[config.mk]
export PLATFORM = sky130hd
export DESIGN_NAME = sbsram_cycle_decode
export DESIGN_NICKNAME = d
export VERILOG_FILES = /design/src/verilog/sbsram_pkg.sv /design/src/verilog/sbsram_cycle_decode.sv /design/src/verilog/sbsram_burst_ctr.sv
export SDC_FILE = /design/constraint.sdc
export NUM_CORES = 1
export LEC_CHECK = 0
export BUFFER_PORTS_ARGS = -buffer_cell sky130_fd_sc_hd__buf_4
export CAP_MARGIN = 20
export CORE_UTILIZATION = 47
export CTS_CLUSTER_DIAMETER = 60
export DETAILED_ROUTE_END_ITERATION = 7
export PLACE_DENSITY = 0.83
export SETUP_SLACK_MARGIN = 0.1
export SLEW_MARGIN = 5
export SYNTH_ARGS = -nofsm -noshare
export SYNTH_HDL_FRONTEND = slang
export SYNTH_HIERARCHICAL = 1
export SYNTH_SLANG_ARGS = --single-unit
[constraint.sdc]
create_clock -name clk_sys -period 5.1 [get_ports clk_sys]
set_clock_uncertainty 0.1 [all_clocks]
set_input_delay 0.765 -clock clk_sys [delete_from_list [all_inputs] [get_ports clk_sys]]
set_output_delay 0.765 -clock clk_sys [all_outputs]
set_load 0.02 [all_outputs]
[src/verilog/sbsram_pkg.sv]
// Shared constants and types of the burst SRAM cycle decoder.
// Assumes a single system clock; imported whole by every design module.
package sbsram_pkg;
  localparam int ADDR_W = 19; // Word address width
  localparam int LANES = 4; // Byte lanes
  localparam int LANE_W = 9; // Eight data bits plus one parity bit
  localparam int DATA_W = LANES * LANE_W; // Full data word
  localparam int BURST_W = 2; // Burst counter width, low address bits
  localparam logic [ADDR_W-1:0] ADDR_RST = 19'h00000; // Address after reset
  localparam logic [DATA_W-1:0] DATA_RST = 36'h000000000; // Data after reset
  localparam logic [BURST_W-1:0] BURST_RST = 2'h0; // Burst offset after reset
  localparam logic [BURST_W-1:0] BURST_ONE = 2'h1; // Counter step
  localparam logic [LANES-1:0] LANES_NONE = 4'h0; // No lane written
  localparam logic [LANES-1:0] LANES_ALL = 4'hF; // Every lane written
  // Operation taken at a clock rise
  typedef enum logic [1:0] {CYC_IDLE, CYC_SLEEP, CYC_READ, CYC_WRITE} sbsram_cycle_t;
endpackage

[src/verilog/sbsram_cycle_decode.sv]
// Cycle decoder and byte-write control of a pipelined burst SRAM.
// Assumes a bus master on clk_sys and an array with combinational read.
// How it works
// Bad selects with a strobe deselect, float data; primary off with only the processor strobe low does not deselect
// Sleep request forces sleep and floats data
// Processor strobe when selected starts read burst
// Controller strobe starts burst, write term decides
// Burst advance low steps to next address
// Burst advance high repeats at current address
// Write when global write or gated lane low
// Global writes all lanes, else chosen lanes
// Reads drive data only with enable low
// Output enable acts combinationally, never registered
// Output enable masked during write cycles
// Master raises output enable before writes
// Master writes never in processor-strobe cycle
// Two-bit burst counter, interleaved or linear
`timescale 1ns/1ps
module sbsram_cycle_decode
  import sbsram_pkg::*;
(
  input wire logic clk_sys, // System clock, 125 MHz
  input wire logic rst, // Asynchronous reset, active high
  input wire logic primary_select_n, // Primary chip select, low active
  input wire logic high_active_select, // Secondary select, high active
  input wire logic low_active_select_n, // Secondary select, low active
  input wire logic sleep_request, // Asynchronous sleep pin, high active
  input wire logic cpu_address_strobe_n, // Processor address strobe
  input wire logic ctrl_address_strobe_n, // Controller address strobe
  input wire logic burst_step_n, // Burst advance, low steps
  input wire logic global_write_n, // Global write, low writes all lanes
  input wire logic byte_write_gate_n, // Byte-write gate, low active
  input wire logic [LANES-1:0] lane_write_n, // Per-lane write enables
  input wire logic burst_order, // 1 interleaved, 0 linear
  input wire logic output_enable_n, // Asynchronous output enable
  input wire logic [ADDR_W-1:0] addrIn, // External word address
  input wire logic [DATA_W-1:0] dqIn, // Data pins, input side
  output logic [DATA_W-1:0] dqOut, // Data pins, output side
  output logic dqOe_n, // Data pin enable, low while driving
  output logic [ADDR_W-1:0] memAddr, // Array word address
  output logic [LANES-1:0] memLaneWe, // Array lane write strobes
  output logic [DATA_W-1:0] memWdata, // Array write data
  input wire logic [DATA_W-1:0] memRdata, // Array read data
  output logic sleepActive // Device is in sleep
);

  ////////////////////////////////////////////////////////////////////////////
  // Lane decode from the write controls
  function automatic logic [LANES-1:0] laneDecode(
    input logic gw_n,
    input logic gate_n,
    input logic [LANES-1:0] lanes_n
  );
    logic [LANES-1:0] sel;
    sel = LANES_NONE;
    if (!gw_n) begin // Global write hits every lane
      sel = LANES_ALL;
    end else if (!gate_n) begin // Gated, any lane mix is legal
      sel = ~lanes_n;
    end
    return sel;
  endfunction

  logic sleepS1_r; // First sync stage, read only by the second
  logic sleepS2_r; // Second sync stage
  logic sleepS3_r; // Third sync stage
  logic sleepNow_r; // Filtered sleep level
  sbsram_cycle_t cycle_r; // Operation of the current cycle
  sbsram_cycle_t cycle_nxt; // Operation decided at this rise
  logic burstLive_r; // A burst has been started and not ended
  logic [ADDR_W-1:0] baseAddr_r; // Address taken at burst start
  logic [LANES-1:0] lanes_r; // Lanes of the current write
  logic [DATA_W-1:0] wdata_r; // Registered write data
  logic [DATA_W-1:0] dataOut_r; // Read data output stage
  logic readOut_r; // Output stage holds read data
  logic [BURST_W-1:0] offs; // Low burst address bits
  logic [LANES-1:0] laneSel; // Lanes decoded now
  logic isWrite; // Decoded write term, high for write
  logic secOk; // Both secondary selects active
  logic selected; // All three selects active
  logic loadBurst; // Start a burst at the external address
  logic stepBurst; // Step to the next burst address
  logic contCyc; // Continue or suspend condition

  ////////////////////////////////////////////////////////////////////////////
  // Sleep pin synchroniser; a change counts once stages two and three agree
  always_ff @(posedge clk_sys or posedge rst) begin
    if (rst) begin
      sleepS1_r <= 1'b0;
      sleepS2_r <= 1'b0;
      sleepS3_r <= 1'b0;
      sleepNow_r <= 1'b0;
    end else begin
      sleepS1_r <= sleep_request;
      sleepS2_r <= sleepS1_r;
      sleepS3_r <= sleepS2_r;
      if (sleepS2_r == sleepS3_r) begin
        sleepNow_r <= sleepS2_r;
      end
    end
  end

  ////////////////////////////////////////////////////////////////////////////
  // Combinational decode of this rise
  assign laneSel = laneDecode(global_write_n, byte_write_gate_n, lane_write_n);
  assign isWrite = |laneSel; // Write term
  assign secOk = high_active_select & ~low_active_select_n;
  assign selected = ~primary_select_n & secOk;
  assign contCyc = ctrl_address_strobe_n & (cpu_address_strobe_n | primary_select_n);

  // Priority: sleep, deselect, processor start, controller start, continue
  always_comb begin
    cycle_nxt = CYC_IDLE;
    loadBurst = 1'b0;
    stepBurst = 1'b0;
    if (sleepNow_r) begin // Sleep overrides every input
      cycle_nxt = CYC_SLEEP;
    end else if (primary_select_n && !ctrl_address_strobe_n) begin
      cycle_nxt = CYC_IDLE;
    end else if (!primary_select_n && !secOk
                 && !(cpu_address_strobe_n && ctrl_address_strobe_n)) begin
      cycle_nxt = CYC_IDLE;
    end else if (selected && !cpu_address_strobe_n) begin
      cycle_nxt = CYC_READ; // Write controls ignored here
      loadBurst = 1'b1;
    end else if (selected && !ctrl_address_strobe_n) begin
      cycle_nxt = isWrite ? CYC_WRITE : CYC_READ;
      loadBurst = 1'b1;
    end else if (contCyc && burstLive_r) begin
      cycle_nxt = isWrite ? CYC_WRITE : CYC_READ;
      stepBurst = ~burst_step_n; // Advance low steps, high holds
    end
  end

  ////////////////////////////////////////////////////////////////////////////
  // Burst counter for the low address bits
  sbsram_burst_ctr u_burst (
    .clk_sys(clk_sys),
    .rst(rst),
    .load(loadBurst),
    .step(stepBurst),
    .interleaved(burst_order),
    .seed(addrIn[BURST_W-1:0]),
    .offs(offs)
  );

  ////////////////////////////////////////////////////////////////////////////
  // Cycle state and burst liveness; continuing without a start stays idle
  always_ff @(posedge clk_sys or posedge rst) begin
    if (rst) begin
      cycle_r <= CYC_IDLE;
      burstLive_r <= 1'b0;
    end else begin
      cycle_r <= cycle_nxt;
      if (loadBurst) begin
        burstLive_r <= 1'b1;
      end else if (cycle_nxt == CYC_IDLE || cycle_nxt == CYC_SLEEP) begin
        burstLive_r <= 1'b0; // Pending burst dropped on deselect or sleep
      end
    end
  end

  // External address taken only at a burst start; none used otherwise
  always_ff @(posedge clk_sys or posedge rst) begin
    if (rst) begin
      baseAddr_r <= ADDR_RST;
    end else if (loadBurst) begin
      baseAddr_r <= addrIn;
    end
  end

  // Write lanes and data registered at the rise
  always_ff @(posedge clk_sys or posedge rst) begin
    if (rst) begin
      lanes_r <= LANES_NONE;
      wdata_r <= DATA_RST;
    end else begin
      lanes_r <= (cycle_nxt == CYC_WRITE) ? laneSel : LANES_NONE;
      wdata_r <= dqIn;
    end
  end

  // Read output stage; deselect or write empties it
  always_ff @(posedge clk_sys or posedge rst) begin
    if (rst) begin
      dataOut_r <= DATA_RST;
      readOut_r <= 1'b0;
    end else begin
      readOut_r <= (cycle_r == CYC_READ);
      if (cycle_r == CYC_READ) begin
        dataOut_r <= memRdata;
      end
    end
  end

  ////////////////////////////////////////////////////////////////////////////
  // Outputs; enable and sleep pin gate the drivers without a clock, so the
  // float follows the pins at once rather than a cycle late
  assign memAddr = {baseAddr_r[ADDR_W-1:BURST_W], offs};
  assign memLaneWe = lanes_r;
  assign memWdata = wdata_r;
  assign dqOut = dataOut_r;
  assign dqOe_n = ~(readOut_r && !output_enable_n && !sleep_request
                    && cycle_r != CYC_WRITE && !sleepNow_r);
  assign sleepActive = (cycle_r == CYC_SLEEP);
endmodule

[src/verilog/sbsram_burst_ctr.sv]
// Two-bit wrapping burst counter producing the low word address bits.
// Assumes load and step are never high together; load wins if they are.
`timescale 1ns/1ps
module sbsram_burst_ctr
  import sbsram_pkg::*;
(
  input wire logic clk_sys, // System clock
  input wire logic rst, // Asynchronous reset, active high
  input wire logic load, // Start of burst, take seed
  input wire logic step, // Advance to the next burst word
  input wire logic interleaved, // 1 interleaved order, 0 linear order
  input wire logic [BURST_W-1:0] seed, // Low address bits at burst start
  output logic [BURST_W-1:0] offs // Current low address bits
);
  logic [BURST_W-1:0] base_r; // Seed of the running burst
  logic [BURST_W-1:0] count_r; // Words stepped so far, wraps at four
  logic [BURST_W-1:0] count_nxt; // Count after one step
  logic [BURST_W-1:0] offs_r; // Registered offset

  assign count_nxt = count_r + BURST_ONE;

  ////////////////////////////////////////////////////////////////////////////
  // Counter and offset; order picked per step so a mode change applies at once
  always_ff @(posedge clk_sys or posedge rst) begin
    if (rst) begin
      base_r <= BURST_RST;
      count_r <= BURST_RST;
      offs_r <= BURST_RST;
    end else if (load) begin
      base_r <= seed;
      count_r <= BURST_RST;
      offs_r <= seed;
    end else if (step) begin
      count_r <= count_nxt;
      if (interleaved) begin // Exclusive-or order
        offs_r <= base_r ^ count_nxt;
      end else begin // Linear wrap order
        offs_r <= base_r + count_nxt;
      end
    end
  end

  assign offs = offs_r;
endmodule

-- Word level (Yosys, flattened, before mapping)
Index checks and enable logic that the tools add are counted.
- multiplexer cells: 28
- add/sub/neg operators: 2
- bitwise gates (word level): 10
- reduce and logical (&&, ||, !) cells: 24
- eq/ne operators: 6
- operators with widths (cell ; count):
    2-to-1 mux 2 bit ; 11
    2-to-1 mux 1 bit ; 14
    2-to-1 mux 4 bit ; 3
    logical AND 1 bit ; 11
    logical NOT 1 bit ; 8
    equality test 2 x 1 -> 1 bit (second input constant) ; 2
    equality test 2 bit (second input constant) ; 2
    inverter 1 bit ; 4
    inverter 4 bit ; 1
    nonzero test 2 bit ; 2
    OR reduction 4 bit ; 1
    AND 1 bit ; 3
    adder 2 x 1 -> 2 bit (second input constant) ; 1
    adder 2 bit ; 1
    logical NOT 2 bit ; 1
    inequality test 2 bit (second input constant) ; 1
    XOR 2 bit ; 1
    equality test 1 bit ; 1
    logical OR 1 bit ; 1
    bitwise OR 1 bit ; 1
- output and inout bits: 97
- bits in registers: 109
- logic and storage cells: 84

-- Depth between registers and ports, before layout
Gate-level depths: netlist of the first run.
- depth after elaboration: 15
- mapped depth: 6
- gate-level depth less buffers: 6

-- Modules after synthesis
The synthesis of the first run kept the hierarchy.
- modules (own cells, without submodules) (module ; area each (µm²) ; cells an instance ; instances):
    sbsram_cycle_decode ; 3368.2 ; 188 ; 1
    sbsram_burst_ctr ; 294.0 ; 27 ; 1

-- Worst setup path after synthesis of the first run
Ideal clock, no wire load.
- path type: input to output
- from: in output_enable_n
- to: out dqOe_n
- data required time: 4.235 ns
- arrival time: 1.204 ns
- stages on the path: 2
- setup slack: 3.031 ns
- path buffers: 0
- cell sequence: nor4b_1 > nand2_1
- cells in the longest elaborated chain, start to end: 6
- ends and longest elaborated chain (what ; line ; RTL):
    from (decl) ; sbsram_cycle_decode.sv:35 ; input wire logic output_enable_n,
    logical NOT 1 bit ; sbsram_cycle_decode.sv:203 ; assign dqOe_n = ~(readOut_r && !output_enable_n && !sleep_request
    logical AND 1 bit (2 in a row) ; sbsram_cycle_decode.sv:203 ;
    logical AND 1 bit (2 in a row) ; sbsram_cycle_decode.sv:204 ; && cycle_r != CYC_WRITE && !sleepNow_r);
    inverter 1 bit ; sbsram_cycle_decode.sv:203 ;
    to (decl) ; sbsram_cycle_decode.sv:39 ; output logic dqOe_n,
No other way between the ends.

-- Worst setup path in the final report of the first run
Same ends and word-level chain as after synthesis.

==> results of run 1 <==
## report_power, final
group	leakage [nW]	internal, mW	switching, mW
Sequential	1.29	1.02	0.0895
Clock	0.110	0.289	0.262
Combinational	1.36	0.374	0.366
## through the flow
| stage | cell area [sq um] | util | hold slack [ns] | worst slack (ns) |
|---|---|---|---|---|
| 6_report | 5510 | 0.744 | 0.241 | 2.81 |
| 5_1_grt | 5510 | 0.744 | 0.243 | 2.75 |
| 4_1_cts | 5510 | 0.744 | 0.241 | 2.81 |
| 3_5_place_dp | 5300 | 0.715 | 0.236 | 2.82 |
| 3_3_place_gp | 5300 | 0.715 | 0.240 | 2.85 |
| 2_1_floorplan | 3660 | - | 0.231 | 1.59 |
## registers in the layout, indices dropped and copies added, names as in the netlist
register and count:
dqOut 36, memWdata 36, baseAddr_r 17, u_burst/count_r 2
memLaneWe 4, sleepS2_r 1, readOut_r 1, sleepNow_r 1
burstLive_r 1, sleepS3_r 1, sleepS1_r 1, u_burst/offs 2
cycle_r 2, u_burst/base_r 2
## worst paths after layout
| path | from | endpoint | slack [ns] |
|---|---|---|---|
| max in group asynchronous | rst | memLaneWe[3] | 3.43 |
| hold reg to reg | sleepS1_r | sleepS2_r | 0.25 |
| setup reg to reg | cycle_r[0] | dqOut[26] | 3.26 |
| hold / removal | rst | u_burst/offs[1] | 0.24 |
| min in group clk_sys | sleepS1_r | sleepS2_r | 0.25 |
| setup / recovery | output_enable_n | dqOe_n | 2.81 |
## critical path: stages
cell and delay, ns:
buf_4 0.11, nor4b_1 0.28, nand2_1 0.11, buf_4 0.17
## placed cells by master, fill, tap and decap left out, types with 2 or more instances in the layout
cell type / count
dfrtp_1: 107
bufinv_16: 2
clkbuf_8: 10
nor4b_1: 5
nor2_1: 2
mux2_2: 53
buf_4: 205
nand2_1: 5
inv_1: 7
nor2b_1: 3
xnor2_1: 2
mux2i_1: 2
o21ai_0: 7
## layout make-up
class / count / area, sq um
Clock inverter: 4 / 73.8
Timing Repair Buffer: 205 / 1540
Clock buffer: 11 / 141
Tap cell: 99 / 124
Inverter: 8 / 32.5
Sequential cell: 107 / 2680
Fill cell: 493 / 1900
Multi-Input combinational cell: 95 / 923
## metal layers
metal,routed length [microns],vias up
met2,4640,119
met3,712,20
li1,-,1151
met1,2960,1247
met5,0,-
met4,262,0
## cell families (layout without fill, tap and decap cells)
kind of cell / Yosys count / count (layout) / synth area share
multiplexers: 55 / 55 / 0.168
flip-flops: 107 / 107 / 0.731
XOR/XNOR: 4 / 4 / 0.0133
AND/OR/NAND/NOR: 20 / 20 / 0.0379
adder cells (fa/ha/maj): 2 / 2 / 0.00615
AO/OA/AOI/OAI: 14 / 14 / 0.0243
buffers and inverters: 13 / 228 / 0.0188
==> results.yml, run 1 <==
yosys:
  synth_cells: 215
  synth_seq_cells: 107
  netlist_area_sq_um: 3660
  async_flop_share: 1.00
  yosysWarnings: 6
  synth_enable_flop_cells: 0
  yosysSeqAreaShare: 0.731
  ys_top_cells_by_count: "107 x dfrtp_1, 53 x mux2_2, 8 x inv_1"
  synth_fp_nets: 324
  ys.flop_type: "dfrtp_1"
  synth.distinct_cells: 28
  yosys.area.top_type_share: 0.731
  yosysTopAreaCell: "dfrtp_1"
  synth_area_leaders: "dfrtp_1 73%, mux2_2 16%, nor4b_1 1.2%"
  syn_area_per_cell_sq_um: 17.0
  yosysMostFrequentCell: "dfrtp_1"
final_layout:
  drive_gt1_frac: 0.647
  syn_to_final_growth_pct: 50.5
  fin_nets: 535
  finalNonFillerCells: 529
  num_antenna_cells: 0
clocking:
  cts.clk_slew.worst_paths_ns: 0.09
  cts_resized: 0
  clkLatencyLatePin_ns: 0.34
  clk_path_buf_depth: 2
  cts_sinks: 107
  cts_tree: "done"
  post_cts_buffers: 0
  cts_hold_buf: 0
  htree_levels: 3
  cts_buffers: 9
  cts_root_buf: "clkbuf_8"
critical_path:
  crit_type: "in -> out"
  crit_path_start_kind: "primary input"
  cp_max_fo: 1
  end_kind: "output port"
  reg2reg_depth: 2
  worstPathArrival_ns: 1.43
  worstPathRequired_ns: 4.24
detailed_routing:
  finalWirelength_microns: 8570
  drc: 0
  vias: 2537
  detail-route-antenna-nets: 0
  firstDrtPassIters: 4
  wl_per_cell_microns: 16.2
  routed_via_density: 4.80
  drt_iter0_drc: 78
floorplan:
  rows: 31
  initial_core_util: 0.494
  num_io_pins: 205
  floorplan.die.height_microns: 90.3
  die_area_sq_um: 8150
  dieWidth_microns: 90.3
  core_area_sq_um: 7410
placement:
  globalplace.congestion: 0.772
  dp_hpwl_microns: 6650
  place_inst: 514
  io_buffers: 204
grt:
  use_met3: 0.0791
  top_usage_layer: "met2"
  grt_max_degree: 57
  antenna_found_initial: 0
  grt_pass1_wl_microns: 13600
  met1_usage: 0.227
  grtUsageTotal: 0.221
  grt_pass1_vias: 2762
  met2_usage: 0.399
  grt_overflow: 0
min_path:
  hold_path_class: "in -> async"
timing:
  min_period_ns: 2.29
  worst_pin_slew_ns: 0.988
  relSlewSlack: 0.340
  period_share: 0.450
  rsz0062_at_grt: "false"
  finalSetupViolations: 0
  slew_violations: 0
  fin_setup_tns_ns: 0
  clock.fmax_mhz: 436
  final_hold_viol_count: 0
pwr:
  p_total_mw: 2.40
  peakVddDrop_v: 0.000283
  total_leakage_power_nw: 2.76
  powerDensity_nw_per_um2: 435
flow_run:
  drv_cap: 0
status:
  status: "finished clean"
No activity file was read; power rests on OpenSTA's default activity.
==> run 2: changes to the inputs <==
--- a/config.mk
+++ b/config.mk
@@ -7,10 +7,10 @@
 export LEC_CHECK = 0
 export BUFFER_PORTS_ARGS = -buffer_cell sky130_fd_sc_hd__buf_4
 export CAP_MARGIN = 20
-export CORE_UTILIZATION = 47
+export CORE_UTILIZATION = 39
 export CTS_CLUSTER_DIAMETER = 60
 export DETAILED_ROUTE_END_ITERATION = 7
-export PLACE_DENSITY = 0.83
+export PLACE_DENSITY = 0.74
 export SETUP_SLACK_MARGIN = 0.1
 export SLEW_MARGIN = 5
 export SYNTH_ARGS = -nofsm -noshare
==> constraint.sdc (replaced) <==
create_clock -name clk_sys -period 2.05 [get_ports clk_sys]
set_clock_uncertainty 0.1 [all_clocks]
set_input_delay 0.3075 -clock clk_sys [delete_from_list [all_inputs] [get_ports clk_sys]]
set_output_delay 0.3075 -clock clk_sys [all_outputs]
set_load 0.02 [all_outputs]
==> results.yml, run 2 (synthesized netlist as in run 1, its figures left out) <==
critical_path:
  crit_type: "in -> out"
  slowest_delay_ns: 0.55
  cp-startpoint: "sleep_request"
  r2r-end: "u_burst/offs[0]"
  worstSetupPathDepth: 5
  cp_max_fo: 2
  worstPathRequired_ns: 1.64
  crit_path_start_kind: "primary input"
  cp_slowest_cell: "dlygate4sd3_1"
  worstPathArrival_ns: 1.46
  crit_buf_inv: 3
  path_common_cell: "buf_4"
  cp-endpoint: "dqOe_n"
  reg2reg_setup_slack_ns: 0.47
  reg2reg_depth: 3
  crit_path_cell_trace: "dlygate4sd3_1 > buf_4 > nor4b_2 > nand2_1 > buf_4"
  r2r-start: "sleepNow_r"
  path_delay_family: "buffers and inverters"
  end_kind: "output port"
timing:
  slew_violations: 0
  worst_pin_slew_ns: 0.687
  finalSetupViolations: 0
  finalWorstSetupSlack_ns: 0.179
  fin_setup_tns_ns: 0
  clock.fmax_mhz: 535
  relSlewSlack: 0.542
  min_period_ns: 1.87
  final_hold_viol_count: 0
  rsz0062_at_grt: "false"
  period_share: 0.912
grt:
  grt_overflow: 0
  grtUsageTotal: 0.194
  grt_max_degree: 56
  grt_pass1_wl_microns: 14600
  grt_pass1_vias: 2982
  antenna_found_initial: 0
detailed_routing:
  vias: 2657
  drt_iter0_drc: 54
  detail-route-antenna-nets: 0
  drc: 0
  wl_per_cell_microns: 15.8
  firstDrtPassIters: 3
  routed_via_density: 4.59
  finalWirelength_microns: 9180
clocking:
  htree_levels: 3
  clk_path_buf_depth: 2
  cts_tree: "done"
  clkLatencyLatePin_ns: 0.35
  cts_sinks: 107
  cts_buffers: 9
  cts.clk_slew.worst_paths_ns: 0.11
  cts_root_buf: "clkbuf_8"
pwr:
  p_int_mw: 3.97
  total_leakage_power_nw: 2.91
  peakVddDrop_v: 0.000457
  p_sw_mw: 1.87
  powerDensity_nw_per_um2: 990
  clkPwrFrac: 0.204
  p_comb_frac: 0.326
  pwr-share-seq: 0.470
  p_sw_frac: 0.320
min_path:
  hold_path_class: "in -> reg"
final_layout:
  syn_to_final_growth_pct: 61.3
  num_antenna_cells: 0
  final_common_cell: "buf_4"
  fin_nets: 575
  seq_area_sq_um: 2680
  final_cell_mix: "206 x buf_4, 107 x dfrtp_1, 53 x mux2_2"
  final_util: 0.664
  drive_gt1_frac: 0.601
  nFillCells: 637
  multi_input_area_sq_um: 930
floorplan:
  dieWidth_microns: 98.9
  floorplan.die.height_microns: 98.9
  rows: 34
  initial_core_util: 0.412
  core_area_sq_um: 8890
  num_io_pins: 205
  die_area_sq_um: 9780
placement:
  place_ws_ns: 0.439
  dp_hpwl_microns: 6260
  globalplace.congestion: 0.749
  io_buffers: 204
flow_run:
  drv_cap: 0
status:
  status: "finished clean"
run 2: changes by cell type in the layout (fill, tap and decap cells not counted), sizes merged:
| cell | before | now |
|---|---|---|
| dlygate4sd3 | 0 | 38 |
| clkinv | 1 | 4 |
| buf | 205 | 207 |
| bufinv | 2 | 0 |
| clkbuf | 11 | 9 |
| clkinvlp | 0 | 1 |
| inv | 9 | 10 |
run 2: timing repair:
item	in CTS	in global routing
hold buffers	38	0
gates resized for setup	0	1
setup buffers	0	0
hold endpoints to repair	43	0
setup endpoints to repair	0	1
run 2: stage by stage:
step,std cells,instance area (sq um),power (mW),hold slack (ns)
after floorplan,215,3670,3.69,-0.00154
after global placement,525,5340,4.59,0.172
after detailed placement,525,5340,4.65,0.179
after CTS,579,5900,5.91,0.0575
after global routing,579,5910,6.14,0.0562
final,579,5910,5.84,0.0773
run 2: routing by layer:
layer | global-route usage | wire length, microns
met5 | 0 | 0
met4 | 0.0654 | 130
met3 | 0.0603 | 733
met2 | 0.355 | 4930
met1 | 0.213 | 3390
run 2: layout make-up:
type | instances | area share
clock buffer | 9 | 0.0210
multi-input combinational | 95 | 0.157
clock inverter | 7 | 0.00996
inverter | 8 | 0.00572
timing repair buffer | 245 | 0.330
tap | 108 | 0.0229
sequential | 107 | 0.453
run 2: worst min-delay path by stage:
stage	startpoint	end	slack, ns	cells after the start
CTS	memRdata[20]	dqOut[20]	0.06	2
floorplan	rst	u_burst/base_r[0]	-0.002	1
global route	memRdata[33]	dqOut[33]	0.06	2
finish	memRdata[20]	dqOut[20]	0.08	2
global placement	rst	u_burst/base_r[1]	0.17	2
detailed placement	rst	u_burst/offs[1]	0.18	2
run 2: power by group through the flow:
stage                     registers, mW  logic (mW)  clock network (mW)
after floorplan                    3.27       0.427                   0
after global placement             2.76        1.83                   0
after detailed placement           2.79        1.86                   0
after CTS                          2.75        1.92                1.24
after global routing               2.80        2.01                1.33
final                              2.75        1.90                1.19
